$ cat src/rss_regs.svh
`ifndef RSS_REGS_SVH
`define RSS_REGS_SVH
// Operation
// - After power-on the internal power-on reset stays asserted for 300 ms of the 32 kHz slow reference clock.
// - The SDRAM reset is stretched to 7K slow reference clock cycles by its own stretcher.
// - The internal system reset is stretched to 14K slow cycles and the same reset drives the reset output pin.
// - A hard-reset request passes a qualifier counting 4K slow cycles before it counts as valid.

// ----------------------------------------
// Timing figures, in their own units
// ----------------------------------------
`define RSS_POR_MS 300
`define RSS_SLOW_KHZ 32
`define RSS_KCYC 1024
`define RSS_SDRAM_K 7
`define RSS_SYS_K 14
`define RSS_QUAL_K 4
`define RSS_REQ_MIN 4

// ----------------------------------------
// Derived counts, in slow clock cycles, and the counter width
// ----------------------------------------
`define RSS_POR_CYC (`RSS_POR_MS * `RSS_SLOW_KHZ)
`define RSS_SDRAM_CYC (`RSS_SDRAM_K * `RSS_KCYC)
`define RSS_SYS_CYC (`RSS_SYS_K * `RSS_KCYC)
`define RSS_QUAL_CYC (`RSS_QUAL_K * `RSS_KCYC)
`define RSS_CNT_W 16
`endif

$ cat src/rss_pkg.sv
package rss_pkg;
   // Hard-reset qualifier progress
   typedef enum logic [1:0] {
      RSS_Q_IDLE,
      RSS_Q_ARM,
      RSS_Q_WAIT,
      RSS_Q_VALID
   } rss_qual_t;
   typedef logic [15:0] rss_cnt_t;
endpackage

$ cat src/rss_reset_stretch_sequencer.sv
`timescale 1ns/1ps
`include "rss_regs.svh"
module rss_reset_stretch_sequencer #(
   parameter rss_pkg::rss_cnt_t POR_CYC = rss_pkg::rss_cnt_t'(`RSS_POR_CYC),
   parameter rss_pkg::rss_cnt_t SDRAM_CYC = rss_pkg::rss_cnt_t'(`RSS_SDRAM_CYC),
   parameter rss_pkg::rss_cnt_t SYS_CYC = rss_pkg::rss_cnt_t'(`RSS_SYS_CYC),
   parameter rss_pkg::rss_cnt_t QUAL_CYC = rss_pkg::rss_cnt_t'(`RSS_QUAL_CYC)
) (
   // Clock and reset
   input wire logic mclk_in,
   input wire logic rst_n_in,
   // Board slow clock and reset sources
   input wire logic slow_ref_clk_in,
   input wire logic power_on_rst_n_in,
   input wire logic hard_rst_n_in,
   // Reset outputs
   output logic int_por_out,
   output logic sdram_rst_n_out,
   output logic internal_system_reset_n_out,
   output logic rst_pin_n_out
);
   import rss_pkg::*;

   // ----------------------------------------
   // Shared stretch step
   // ----------------------------------------
   // Reload while the source is active, count one slow tick at a time after
   function automatic rss_cnt_t stretch_nxt(input rss_cnt_t cnt, input logic src,
                                           input logic tick, input rss_cnt_t len);
      rss_cnt_t r;
      r = cnt;
      if (src) begin
         r = len;
      end else if (tick && cnt != '0) begin
         r = cnt - rss_cnt_t'(1);
      end
      return r;
   endfunction

   // Last tick of a count: true on the tick that takes it from one to zero.
   // Shared by every stretcher, so all releases follow the same end point.
   function automatic logic stretch_done(input rss_cnt_t cnt, input logic tick);
      logic d;
      d = tick && (cnt <= rss_cnt_t'(1));
      return d;
   endfunction

   // ----------------------------------------
   // Slow reference clock tick
   // ----------------------------------------
   logic slow_q_r;
   logic tick;

   // Sampled as data, not used as a clock, so one domain is kept.
   // Reset value is high: a slow clock already high when reset lifts must
   // not read as a fresh edge; the cost is at most one late tick.
   always_ff @(posedge mclk_in) begin
      if (!rst_n_in) begin
         slow_q_r <= 1'b1;
      end else begin
         slow_q_r <= slow_ref_clk_in;
      end
   end
   // One-cycle tick on each rising edge of the slow reference clock
   assign tick = slow_ref_clk_in & ~slow_q_r;

   // ----------------------------------------
   // Internal power-on reset
   // ----------------------------------------
   rss_cnt_t por_cnt_r;
   logic por_act_r;

   // Held while the input is low, then for the full count after release.
   // A board that already holds the input high still gets a full count,
   // timed from the release of the clock-domain reset.
   always_ff @(posedge mclk_in) begin
      if (!rst_n_in) begin
         por_cnt_r <= POR_CYC;
         por_act_r <= 1'b1;
      end else begin
         por_cnt_r <= stretch_nxt(por_cnt_r, ~power_on_rst_n_in, tick, POR_CYC);
         if (!power_on_rst_n_in) begin
            por_act_r <= 1'b1;
         end else if (stretch_done(por_cnt_r, tick)) begin
            por_act_r <= 1'b0;
         end
      end
   end

   // ----------------------------------------
   // Hard-reset qualifier
   // ----------------------------------------
   rss_qual_t q_state_r;
   rss_cnt_t q_cnt_r;

   // Last count of the minimum-width check; fixed by the header, not a parameter,
   // because the board-side minimum is not something a user may trade away
   localparam rss_cnt_t REQ_LAST = rss_cnt_t'(`RSS_REQ_MIN - 1);

   // Needs the minimum width of low samples, then the qualify count;
   // a short glitch is thrown away rather than resetting the chip
   always_ff @(posedge mclk_in) begin
      if (!rst_n_in) begin
         q_state_r <= RSS_Q_IDLE;
         q_cnt_r <= '0;
      end else begin
         case (q_state_r)
            RSS_Q_IDLE: begin
               // A tick in the cycle the request is first seen counts too,
               // else a request of exactly the minimum width could be lost
               if (!hard_rst_n_in) begin
                  q_state_r <= RSS_Q_ARM;
                  q_cnt_r <= rss_cnt_t'(tick);
               end else begin
                  q_cnt_r <= '0;
               end
            end
            RSS_Q_ARM: begin
               // Input rising before the minimum width drops the request silently
               if (hard_rst_n_in) begin
                  q_state_r <= RSS_Q_IDLE;
               end else if (tick) begin
                  if (q_cnt_r == REQ_LAST) begin
                     q_state_r <= RSS_Q_WAIT;
                     q_cnt_r <= QUAL_CYC;
                  end else begin
                     q_cnt_r <= q_cnt_r + rss_cnt_t'(1);
                  end
               end
            end
            RSS_Q_WAIT: begin
               // Input no longer watched: a request that passed the width check
               // always ends in one full stretch, even if it is withdrawn now
               if (tick) begin
                  if (q_cnt_r <= rss_cnt_t'(1)) begin
                     q_state_r <= RSS_Q_VALID;
                  end
                  q_cnt_r <= q_cnt_r - rss_cnt_t'(1);
               end
            end
            RSS_Q_VALID: begin
               // Stays a live source until the request is withdrawn
               if (hard_rst_n_in) begin
                  q_state_r <= RSS_Q_IDLE;
               end
            end
            default: begin
               q_state_r <= RSS_Q_IDLE;
            end
         endcase
      end
   end

   // ----------------------------------------
   // Combined reset source
   // ----------------------------------------
   logic hard_ok;
   logic src;

   // A hard request only counts once it has passed the qualifier
   assign hard_ok = (q_state_r == RSS_Q_VALID);
   // Any live source holds the SDRAM and system stretchers at their full length;
   // a new source during a stretch restarts it from the top
   assign src = por_act_r | hard_ok;

   // ----------------------------------------
   // SDRAM reset stretcher
   // ----------------------------------------
   rss_cnt_t sd_cnt_r;
   logic sd_act_r;

   // Own counter, so the memory side can be let go before the core
   always_ff @(posedge mclk_in) begin
      if (!rst_n_in) begin
         sd_cnt_r <= SDRAM_CYC;
      end else begin
         sd_cnt_r <= stretch_nxt(sd_cnt_r, src, tick, SDRAM_CYC);
      end
   end

   // Asserts in the cycle after a source appears; falls on the last tick
   always_ff @(posedge mclk_in) begin
      if (!rst_n_in) begin
         sd_act_r <= 1'b1;
      end else if (src) begin
         sd_act_r <= 1'b1;
      end else if (stretch_done(sd_cnt_r, tick)) begin
         sd_act_r <= 1'b0;
      end
   end

   // ----------------------------------------
   // System reset stretcher
   // ----------------------------------------
   rss_cnt_t sys_cnt_r;
   logic sys_act_r;

   // Longer count, so memory is out of reset before the core starts
   always_ff @(posedge mclk_in) begin
      if (!rst_n_in) begin
         sys_cnt_r <= SYS_CYC;
      end else begin
         sys_cnt_r <= stretch_nxt(sys_cnt_r, src, tick, SYS_CYC);
      end
   end

   // Same assert and release pattern as the SDRAM side
   always_ff @(posedge mclk_in) begin
      if (!rst_n_in) begin
         sys_act_r <= 1'b1;
      end else if (src) begin
         sys_act_r <= 1'b1;
      end else if (stretch_done(sys_cnt_r, tick)) begin
         sys_act_r <= 1'b0;
      end
   end

   // Registered outputs; pin mirrors system reset
   // At most an inverter sits between each flop and its pin, so no glitches leave
   assign int_por_out = por_act_r;
   assign sdram_rst_n_out = ~sd_act_r;
   assign internal_system_reset_n_out = ~sys_act_r;
   assign rst_pin_n_out = ~sys_act_r;
endmodule

$ cat config.mk
export PLATFORM = sky130hd
export DESIGN_NAME = rss_reset_stretch_sequencer
export DESIGN_NICKNAME = d
export VERILOG_FILES = /design/src/rss_pkg.sv /design/src/rss_reset_stretch_sequencer.sv
export VERILOG_INCLUDE_DIRS = /design/src /design/src/src
export SDC_FILE = /design/constraint.sdc
export NUM_CORES = 1
export LEC_CHECK = 0
export ABC_AREA = 0
export BUFFER_PORTS_ARGS = -buffer_cell sky130_fd_sc_hd__buf_2
export CAP_MARGIN = 20
export CORE_ASPECT_RATIO = 1.1
export CORE_UTILIZATION = 63
export DETAILED_ROUTE_END_ITERATION = 8
export HOLD_SLACK_MARGIN = 0.15
export PLACE_DENSITY = 0.8
export SYNTH_ARGS = -nofsm -noshare
export SYNTH_HDL_FRONTEND = slang
export SYNTH_SLANG_ARGS = --single-unit
$ cat constraint.sdc
create_clock -name mclk_in -period 3.25 [get_ports mclk_in]
set_input_delay 0.325 -clock mclk_in [delete_from_list [all_inputs] [get_ports mclk_in]]
set_output_delay 0.325 -clock mclk_in [all_outputs]
set_load 0.01 [all_outputs]
[After elaboration in Yosys (flattened, before gate mapping)]
Cells that the tools add are included.
Cells by class
  add/sub/neg operators: 5
  order comparisons: 4
  equality and inequality tests: 12
  multiplexer cells: 14
  bitwise operators: 6
  reductions and logical operators: 15
Operators with widths (number)
  16-bit by 1-bit less-or-equal comparator with 1-bit output, second input constant: 4
  16-bit two-way mux: 4
  16-bit by 1-bit subtractor with 16-bit output, second input constant: 4
  16-bit case mux with 3 select lines: 1
  16-bit nonzero test: 3
  16-bit by 1-bit adder with 16-bit output, second input constant: 1
  16-bit by 2-bit == test with 1-bit output, second input constant: 1
  2-bit two-way mux: 7
  2-bit inequality test, second input constant: 6
  2-bit case mux with 4 select lines: 1
  1-bit logical AND: 6
  3-bit inequality test, second input constant: 2
  6-bit AND reduction: 1
  2-bit == test, second input constant: 2
  1-bit NOT: 4
  4-bit AND reduction: 1
  3-bit nonzero test: 1
  2-bit by 1-bit == test with 1-bit output, second input constant: 1
  2-bit zero test: 1
  2-bit AND reduction: 1
  2-bit OR reduction: 1
  1-bit AND: 1
  1-bit two-way mux: 1
  1-bit bitwise OR: 1
Word-level totals
  flip-flop bits (word level): 70
  output and inout bits: 4
  logic and storage cells: 65

[Depth between registers and ports, before layout]
Gate-level depths: netlist (run 1).
  depth in word-level cells: 5
  gate-level depth with buffers: 8
  mapped depth without buffers: 7

[Worst setup path before layout (run 1)]
Ideal clock, no wire load.
  path kind: reg2reg
  start point: reg sd_cnt_r[2]
  end point: reg sd_cnt_r[9]
  setup time: 70 ps
  arrival time: 2329 ps
  data required time: 3180 ps
  setup slack: 851 ps
  stages on the path, launching flop included: 7
  path buffers: 1
  clock period less this slack: 2399 ps
  path through: dfxtp_1 -> or4_4 -> or4_4 -> buf_6 -> or4_4 -> or3_1 -> a21oi_1
Between the ends
  cells in the longest elaborated chain, start to end: 2
  elaborated cells on any way between the ends: 3
  those cells by class: add/sub: 1; reduce/logical: 2
Ends and longest elaborated chain
  start: declaration: RTL line rss_reset_stretch_sequencer.sv:169  | rss_cnt_t sd_cnt_r;
  start signal: assignment: RTL line rss_reset_stretch_sequencer.sv:177  | sd_cnt_r <= stretch_nxt(sd_cnt_r, src, tick, SDRAM_CYC);
  branches (longest 2 deep; another with 16-bit by 1-bit subtractor with 16-bit output)
Several ways; the timed one is not identified.
A chain may end at the register's enable or synchronous reset.

[Final worst setup path (run 1)]
Ends and elaborated chain as after synthesis.

==> results of run 1 <==
[registers in the layout, indices dropped and copies added (netlist names), named ones only]
name and count:
sys_act_r 1, slow_q_r 1, sd_cnt_r 16, q_cnt_r 16
sd_act_r 1, int_por_out 1, por_cnt_r 16, sys_cnt_r 16
q_state_r 1
[how the worst max path moves through the flow]
stage | end | slack (ns) | cells after the start | start
2_1_floorplan | sd_cnt_r[9]$_SDFFE_PP0P_ | 0.85 | 6 | sd_cnt_r[2]$_SDFFE_PP0P_
5_1_grt | sd_cnt_r[9]$_SDFFE_PP0P_ | 0.69 | 5 | sd_cnt_r[2]$_SDFFE_PP0P_
6_report | sd_cnt_r[9]$_SDFFE_PP0P_ | 0.79 | 5 | sd_cnt_r[2]$_SDFFE_PP0P_
4_1_cts | sd_cnt_r[9]$_SDFFE_PP0P_ | 0.78 | 5 | sd_cnt_r[2]$_SDFFE_PP0P_
3_5_place_dp | sd_cnt_r[9]$_SDFFE_PP0P_ | 0.82 | 5 | sd_cnt_r[2]$_SDFFE_PP0P_
3_3_place_gp | sd_cnt_r[9]$_SDFFE_PP0P_ | 0.85 | 5 | sd_cnt_r[2]$_SDFFE_PP0P_
[per-layer routing]
layer / up-vias / routed length (um) / track usage, %
li1: 1887 / - / -
met1: 1737 / 4230 / 35.2
met2: 124 / 4420 / 49.6
met3: 17 / 531 / 6.21
met4: 0 / 172 / 10.1
met5: - / 0 / 0
[synth_stat cells, drive strengths merged, types with 3 or more instances]
| library cell | n | area, um^2 |
|---|---|---|
| a211oi | 7 | 52.6 |
| nand4b | 4 | 35.0 |
| o41ai | 3 | 26.3 |
| o211ai | 4 | 30.0 |
| and2 | 4 | 25.0 |
| o21ai | 22 | 110 |
| nand3b | 5 | 37.5 |
| or2 | 3 | 18.8 |
| or3b | 3 | 26.3 |
| nor4 | 20 | 131 |
| inv | 16 | 60.1 |
| nand2b | 4 | 25.0 |
| nor2 | 56 | 210 |
| o31ai | 3 | 22.5 |
| o32ai | 4 | 35.0 |
| and3 | 5 | 31.3 |
| nor2b | 4 | 25.0 |
| nor4b | 3 | 26.3 |
| o21a | 4 | 30.0 |
| nand2 | 44 | 165 |
| nand3 | 20 | 100 |
| xnor2 | 18 | 158 |
| or3 | 8 | 52.6 |
| nor3 | 21 | 105 |
| dfxtp | 70 | 1400 |
| clkbuf | 22 | 82.6 |
| xor2 | 21 | 184 |
| or4 | 11 | 95.1 |
| ha | 15 | 188 |
| nand4 | 15 | 93.8 |
| a21oi | 21 | 105 |
| a31oi | 3 | 18.8 |
| a22o | 6 | 52.6 |
[report_power, final]
| group | leakage [nW] | switching (mW) | total (mW) | internal (mW) |
|---|---|---|---|---|
| Combinational | 0.842 | 0.190 | 0.292 | 0.101 |
| Sequential | 0.565 | 0.0234 | 0.895 | 0.872 |
| Clock | 0.124 | 0.356 | 0.869 | 0.514 |
| Total | 1.53 | 0.569 | 2.06 | 1.49 |
[worst max-delay path: stages (launching register included)]
cell,delay (ns)
dfxtp_1,0.36
or4_4,0.56
or4_4,0.50
or4_4,0.51
or3_1,0.32
a21oi_1,0.14
[kinds of logic after synthesis]
group	after synthesis	share of synthesized area, %
muxes	1	0.245
adders and majority gates	15	4.59
xor gates and xnor gates	39	8.35
buffers and inverters	42	4.13
AOI/OAI and AO/OA	107	18.1
and+or+nand+nor	234	30.3
DFF	70	34.3
[layout make-up]
type,instances,area [um^2],area share (%)
inverters,18,67.6,1.53
flip-flops and latches,70,1400,31.8
repair buffers,13,77.6,1.76
clock inverters,7,121,2.75
well taps,80,100,2.27
clock buffers,9,124,2.81
multi-input cells,396,2520,57.1
[placed cells by master (no fill, tap or decap), types with 3 or more instances in the layout]
master,n
or3_1,6
inv_1,16
xor2_1,21
o41ai_1,3
a22o_1,6
clkbuf_8,9
buf_2,8
or2_2,3
dfxtp_1,70
nand2_1,44
o21ai_0,22
bufinv_16,3
o31ai_1,3
a211oi_1,7
buf_4,5
or3b_2,3
nand3_1,20
nor3_1,21
nor2b_1,4
o32ai_1,4
or4_4,3
nand4_1,15
ha_1,15
nor4_1,19
xnor2_1,18
o21a_1,4
nand3b_1,5
nor4b_1,3
and3_1,5
or4_1,7
a31oi_1,3
nand4b_1,4
a21oi_1,21
and2_1,3
nor2_1,56
o211ai_1,4
nand2b_1,4
==> flow_summary.yaml, run 1 <==
outcome:
  outcome: "finished clean"
synth:
  synth-async-reset-ratio_pct: 0
  yosysSeqAreaShare_pct: 34.3
  yosysWarnings: 0
  syn_area_um2: 4090
  syn_inst: 508
  syn-num-nets: 528
  synth_edf_count: 0
  ys_seq_elements: 70
  ys_types: 66
  synth.avg_cell_area_um2: 8.05
  ys.flop_type: "dfxtp_1"
clocking:
  post_cts_resized: 0
  cts_buffers: 9
  clk_pin_slew_ns: 0.08
  clock_path_buffers: 2
  post-cts-setup-buffer-count: 0
  clkLatencyLatePin_ns: 0.35
  hold_buffers: 0
  cts_sinks: 70
  htree_levels: 3
  clockRootBuffer: "clkbuf_8"
  cts_tree: "yes"
finish:
  final_area_um2: 4410
  n_antenna_cell: 0
  stdcell_count: 593
  drive_above_1_share_pct: 8.97
  utilization_pct: 70.8
  fillers: 531
  area_delta_synth_final_pct: 7.86
  final_nets: 528
timing:
  finalClockSkew_ns: 0.0102
  grt_setup_unrepaired: "no"
  setup_viol: 0
  fin_tns_setup_ns: 0
  finalHoldViolations: 0
  drv_slew: 0
  slew_headroom_pct: 35.4
  worstMarginPinSlew_ns: 0.961
  fin_hold_ws_ns: 0.216
  finalCritPeriodShare_pct: 75.8
  min_period_ns: 2.46
  max_freq_mhz: 406
  fin_ws_ns: 0.785
worst_setup_path:
  worst_setup_path_end_kind: "flop"
  critical_path_arrival_ns: 2.74
  rr_endpoint: "sd_cnt_r[9]$_SDFFE_PP0P_"
  r2r_start: "sd_cnt_r[2]$_SDFFE_PP0P_"
  rrSetupSlack_ns: 0.79
  worst-endpoint-required_ns: 3.52
  critPathLaunchType: "flop"
  r2r_cells: 5
  path_class: "reg2reg"
  path_max_fanout: 10
placed_design:
  place_ws_ns: 0.818
  place_hpwl_mm: 6.57
  gp_congestion: 0.942
  placed_area_um2: 4170
  dp.cells: 577
  port_buffers: 8
power:
  leakage_nw: 1.53
  fin_total_pwr_mw: 2.06
  power_density_nw_per_um2: 466
  ir_drop_v: 0.000420
detailed_routing:
  drt_first_pass_iters: 6
  ant_nets: 0
  drt-initial-drc-count: 287
  drc: 0
  via_per_inst: 6.35
  routedWlPerCell_um: 15.8
  wl_mm: 9.36
  vias: 3765
die:
  io_pins: 9
  die-area_um2: 6820
  fp.dieH_um: 86.5
  die_w_um: 78.8
  core-area_um2: 6230
  num_rows: 30
  start_util_pct: 65.6
run:
  drv_cap: 0
grt:
  antenna_found_initial: 0
  grt_overflow_total: 0
  grt_max_degree: 26
  grt_pass1_vias: 3476
  grtUsageTotal_pct: 28.7
  grt_pass1_wl_mm: 15.5
min_path:
  worstHoldStart: "slow_ref_clk_in"
  min_to: "slow_q_r$_SDFF_PN1_"
  hold_class: "in2reg"
  hold_depth: 2
No activity file was read; power rests on OpenSTA's default activity.
==> run 2: changes to the inputs <==
--- a/config.mk
+++ b/config.mk
@@ -10,10 +10,10 @@
 export BUFFER_PORTS_ARGS = -buffer_cell sky130_fd_sc_hd__buf_2
 export CAP_MARGIN = 20
 export CORE_ASPECT_RATIO = 1.1
-export CORE_UTILIZATION = 63
+export CORE_UTILIZATION = 57
 export DETAILED_ROUTE_END_ITERATION = 8
 export HOLD_SLACK_MARGIN = 0.15
-export PLACE_DENSITY = 0.8
+export PLACE_DENSITY = 0.76
 export SYNTH_ARGS = -nofsm -noshare
 export SYNTH_HDL_FRONTEND = slang
 export SYNTH_SLANG_ARGS = --single-unit
==> constraint.sdc (replaced) <==
create_clock -name mclk_in -period 2.1 [get_ports mclk_in]
set_input_delay 0.21 -clock mclk_in [delete_from_list [all_inputs] [get_ports mclk_in]]
set_output_delay 0.21 -clock mclk_in [all_outputs]
set_load 0.01 [all_outputs]
==> run 2 against run 1 <==
The flow now finishes with violations (setup timing); core utilization up 0.68 points; hold slack worse by 0.036 ns; combinational power grew 100%; count of clock-buffer cells in the layout up 1; clock skew shrank 0.0043 ns; non-clock buffer count is 58 higher; total power grew 51%; global-route usage rose by 0.24 points; sequential power increased by 53%; largest cell class unchanged.
==> flow_summary.yaml, run 2 (same netlist as run 1, synthesis figures left out) <==
outcome:
  outcome: "finished with violations"
  violations: "setup timing"
finish:
  drive_above_1_share_pct: 21.7
  layout_commonest_cell: "dfxtp_1"
  stdcell_count: 656
  final_nets: 586
  utilization_pct: 71.5
  n_antenna_cell: 0
  area_delta_synth_final_pct: 21.8
  final_area_um2: 4980
  mostFrequentLayoutCells: "69 x dfxtp_1, 60 x buf_4, 55 x nor2_1, 43 x nand2_1"
  fillers: 580
clocking:
  cts_sinks: 70
  htree_levels: 3
  clkLatencyLatePin_ns: 0.36
  clockRootBuffer: "clkbuf_8"
  clock_path_buffers: 2
  cts_buffers: 9
  clk_pin_slew_ns: 0.08
  cts_tree: "yes"
timing:
  finalHoldViolations: 0
  fin_hold_ws_ns: 0.180
  finalClockSkew_ns: 0.00595
  fin_ws_ns: -0.213
  min_period_ns: 2.31
  drv_slew: 0
  max_freq_mhz: 432
  finalCritPeriodShare_pct: 110
  slew_headroom_pct: 58.9
  fin_tns_setup_ns: -0.741
  setup_viol: 8
  grt_setup_unrepaired: "yes"
  worstMarginPinSlew_ns: 0.611
worst_setup_path:
  path_max_fanout: 3
  worst_path_max_delay_cell: "or4_4"
  max_stage_delay_ns: 0.53
  critPathLaunchType: "flop"
  cpMostUsedCell: "or4_4"
  worst-endpoint-required_ns: 2.39
  worst_setup_path_end_kind: "flop"
  path_class: "reg2reg"
  critical_path_arrival_ns: 2.60
  cp_cell_sequence: "or4_4 > or4_4 > or4_4 > or3_4 > a21oi_2"
power:
  fin_total_pwr_mw: 3.10
  ir_drop_v: 0.000478
  power_density_nw_per_um2: 623
  leakage_nw: 1.83
die:
  core-area_um2: 6970
  start_util_pct: 58.7
  io_pins: 9
  fp.dieH_um: 90.8
  num_rows: 32
  die_w_um: 82.8
  die-area_um2: 7520
detailed_routing:
  drt-initial-drc-count: 229
  wl_mm: 10.4
  via_per_inst: 6.25
  ant_nets: 0
  drt_first_pass_iters: 5
  drc: 0
  routedWlPerCell_um: 15.8
  vias: 4099
grt:
  grt_overflow_total: 0
  grt_max_degree: 14
  grt_pass1_vias: 3847
  antenna_found_initial: 0
  grt_pass1_wl_mm: 17.0
  grtUsageTotal_pct: 29.0
placed_design:
  port_buffers: 8
  place_ws_ns: -0.179
  dp.cells: 632
  gp_congestion: 0.951
  placed_area_um2: 4550
  place_hpwl_mm: 7.27
run:
  drv_cap: 0
min_path:
  hold_class: "in2reg"
run 2: cell types whose count changed in the layout (fill, tap and decap cells not counted), sizes merged:
cell,change
buf,+57
bufinv,-2
clkbuf,+1
clkinvlp,+1
dlygate4sd3,+1
run 2: layer usage:
layer	track usage [%]	up-vias	wire [um]
met5	0	-	0
met4	15.1	0	317
met3	4.34	32	606
met2	47.9	160	5080
met1	35.3	1911	4360
li1	-	1996	-
run 2: worst max-delay path: cells and delay by family (launching register included):
kind / cells / cell delay, ns
AOI/OAI and AO/OA: 1 / 0.11
DFF: 1 / 0.33
and+or+nand+nor: 4 / 1.81
run 2: area by class of cell:
class | count | area [um^2] | area share [%]
clock inverter | 6 | 68.8 | 1.38
clock buffer | 10 | 138 | 2.76
sequential | 70 | 1400 | 28.2
timing repair buffer | 71 | 523 | 10.5
inverter | 18 | 68.8 | 1.38
tap | 85 | 106 | 2.14
multi-input combinational | 396 | 2670 | 53.7
run 2: path summary, 6_finish.rpt:
path / start / to / slack [ns] / cells past startpoint
max: sd_cnt_r[5]$_SDFFE_PP0P_ / sd_cnt_r[9]$_SDFFE_PP0P_ / -0.21 / 5
min: rst_n_in / slow_q_r$_SDFF_PN1_ / 0.18 / 2
max reg2reg: sd_cnt_r[5]$_SDFFE_PP0P_ / sd_cnt_r[9]$_SDFFE_PP0P_ / -0.21 / 5
min reg2reg: por_cnt_r[10]$_SDFFE_PN1P_ / por_cnt_r[10]$_SDFFE_PN1P_ / 0.50 / 2
run 2: power breakdown:
group	internal (mW)	switching [mW]	leakage [nW]
combinational	0.249	0.343	1.16
sequential	1.35	0.0253	0.566
clock	0.586	0.547	0.103
total	2.18	0.916	1.83
run 2: repair_timing:
action,4_1_cts,5_1_grt
hold buffers,1,0
pin swaps,0,15
setup buffers,0,7
resized for setup,6,25
endpoints found under the setup margin,8,23
hold endpoints to repair,1,0
==> run 3: changes to the inputs <==
--- a/config.mk
+++ b/config.mk
@@ -10,10 +10,12 @@
 export BUFFER_PORTS_ARGS = -buffer_cell sky130_fd_sc_hd__buf_2
 export CAP_MARGIN = 20
 export CORE_ASPECT_RATIO = 1.1
-export CORE_UTILIZATION = 57
+export CORE_MARGIN = 5
+export CORE_UTILIZATION = 59
+export CTS_BUF_LIST = sky130_fd_sc_hd__clkbuf_4
 export DETAILED_ROUTE_END_ITERATION = 8
 export HOLD_SLACK_MARGIN = 0.15
-export PLACE_DENSITY = 0.76
+export PLACE_DENSITY = 0.79
 export SYNTH_ARGS = -nofsm -noshare
 export SYNTH_HDL_FRONTEND = slang
 export SYNTH_SLANG_ARGS = --single-unit
==> run 3 against run 2 <==
The flow still finishes with violations (setup timing); routed wire length fell by 0.62%; sequential share of layout area rose by 0.58 points; first-iteration DRC count fell by 3.5%; clock power fell by 32%; die area rose by 16%; core utilization rose by 1.7 points; global-route usage fell by 5.3 points; non-clock buffer count rose by 3; sequential cell count did not move; hold slack improved by 0.053 ns; fmax barely moved; count of clock-buffer cells in the layout did not move; critical endpoint unchanged; largest power group unchanged.
==> flow_summary.yaml, run 3 (same netlist as run 1, synthesis figures left out) <==
grt:
  grtUsageTotal_pct: 23.7
  grt_overflow_total: 0
  grt_pass1_wl_mm: 16.8
  grt_pass1_vias: 3801
  grt_max_degree: 14
  antenna_found_initial: 0
die:
  core-area_um2: 6670
  io_pins: 9
  die_w_um: 89.4
  start_util_pct: 61.3
  fp.dieH_um: 97.3
  die-area_um2: 8700
  num_rows: 31
detailed_routing:
  drt_first_pass_iters: 8
  vias: 4114
  via_per_inst: 6.27
  ant_nets: 0
  wl_mm: 10.3
  drt-initial-drc-count: 221
  drc: 0
  routedWlPerCell_um: 15.7
worst_setup_path:
  worst-endpoint-required_ns: 2.47
  critical_path_arrival_ns: 2.68
  setup.worst_path.start: "sd_cnt_r[5]$_SDFFE_PP0P_"
  r2r_start: "sd_cnt_r[5]$_SDFFE_PP0P_"
  rr_endpoint: "sd_cnt_r[9]$_SDFFE_PP0P_"
  path_class: "reg2reg"
  crit_path_end: "sd_cnt_r[9]$_SDFFE_PP0P_"
  critPathLaunchType: "flop"
  r2r_cells: 5
  rrSetupSlack_ns: -0.21
  worst_setup_path_end_kind: "flop"
  path_max_fanout: 2
clocking:
  htree_levels: 3
  clkLatencyLatePin_ns: 0.43
  cts_sinks: 70
  clk_pin_slew_ns: 0.13
  clock_path_buffers: 2
  cts_buffers: 9
  clockRootBuffer: "clkbuf_4"
  cts_tree: "yes"
timing:
  drv_slew: 0
  min_period_ns: 2.31
  max_freq_mhz: 433
  finalHoldViolations: 0
  finalCritPeriodShare_pct: 110
  fin_ws_ns: -0.211
  slew_headroom_pct: 62.9
  finalClockSkew_ns: 0.0125
  setup_viol: 8
  worstMarginPinSlew_ns: 0.542
  grt_setup_unrepaired: "yes"
finish:
  fillers: 515
  drive_above_1_share_pct: 20.9
  mostFrequentLayoutCells: "68 x dfxtp_1, 62 x buf_4, 56 x nor2_1, 44 x nand2_1"
  n_antenna_cell: 0
  area_delta_synth_final_pct: 19.4
  final_nets: 589
  layout_commonest_cell: "dfxtp_1"
  utilization_pct: 73.2
placed_design:
  place_hpwl_mm: 7.21
  gp_congestion: 0.912
  place_ws_ns: -0.163
  port_buffers: 8
min_path:
  hold_class: "in2reg"
outcome:
  violations: "setup timing"
  outcome: "finished with violations"
power:
  ir_drop_v: 0.000394
  leakage_nw: 1.79
  fin_total_pwr_mw: 2.73
  power_density_nw_per_um2: 559
run:
  drv_cap: 0
[run 3: worst max-delay path: stages, from the launching register on]
cell	delay [ns]
dfxtp_2	0.34
or4_4	0.53
or4_4	0.43
or4_4	0.50
or3_1	0.33
a21oi_1	0.12
[run 3: how the worst min path moves through the flow]
stage	startpoint	end	slack, ns	cells past startpoint
after global routing	hard_rst_n_in	flop	0.26	4
after global placement	sd_act_r$_SDFFE_PP1P_	sd_act_r$_SDFFE_PP1P_	0.46	2
after CTS	hard_rst_n_in	flop	0.21	4
after detailed placement	por_cnt_r[10]$_SDFFE_PN1P_	por_cnt_r[10]$_SDFFE_PN1P_	0.48	2
final	hard_rst_n_in	flop	0.23	4
after floorplan	slow_ref_clk_in	slow_q_r$_SDFF_PN1_	0.31	1
[run 3: final cells by class]
cell class              count  area [um^2]  share of cell area [%]
well taps                  82          103                    2.10
clock inverters             6         37.5                   0.769
inverters                  18         68.8                    1.41
clock buffers              10         75.1                    1.54
multi-input cells         396         2650                    54.2
flip-flops and latches     70         1400                    28.8
repair buffers             74          547                    11.2
[run 3: routing by layer]
layer / vias up / GRT usage (%) / routed length [um]
met3: 27 / 3.56 / 752
met4: 0 / 10.7 / 252
met5: - / 0 / 0
met1: 1909 / 31.1 / 4400
met2: 190 / 37.6 / 4890
li1: 1988 / - / -
[run 3: what timing repair did]
action                                 4_1_cts  5_1_grt
setup buffers                                1        3
gates resized for setup                      6       18
endpoints found under the hold margin        4        0
hold buffers                                 3        0
setup endpoints to repair                    6       25
pin swaps                                    0       10
[run 3: report_power, final]
group | total, mW | switching [mW] | internal [mW]
clock network | 0.773 | 0.521 | 0.252
logic | 0.577 | 0.337 | 0.240
registers | 1.38 | 0.0290 | 1.35
total | 2.73 | 0.887 | 1.84
[run 3: stage by stage]
| stage | hold WS, ns | instances | TNS (ns) | instance area (um^2) |
|---|---|---|---|---|
| after floorplan | 0.311 | 508 | -0.332 | 4100 |
| after global placement | 0.461 | 633 | -0.245 | 4580 |
| after detailed placement | 0.481 | 633 | -0.408 | 4580 |
| after CTS | 0.205 | 653 | -0.421 | 4760 |
| after global routing | 0.262 | 656 | -1.09 | 4880 |
| final | 0.232 | 656 | -0.647 | 4880 |
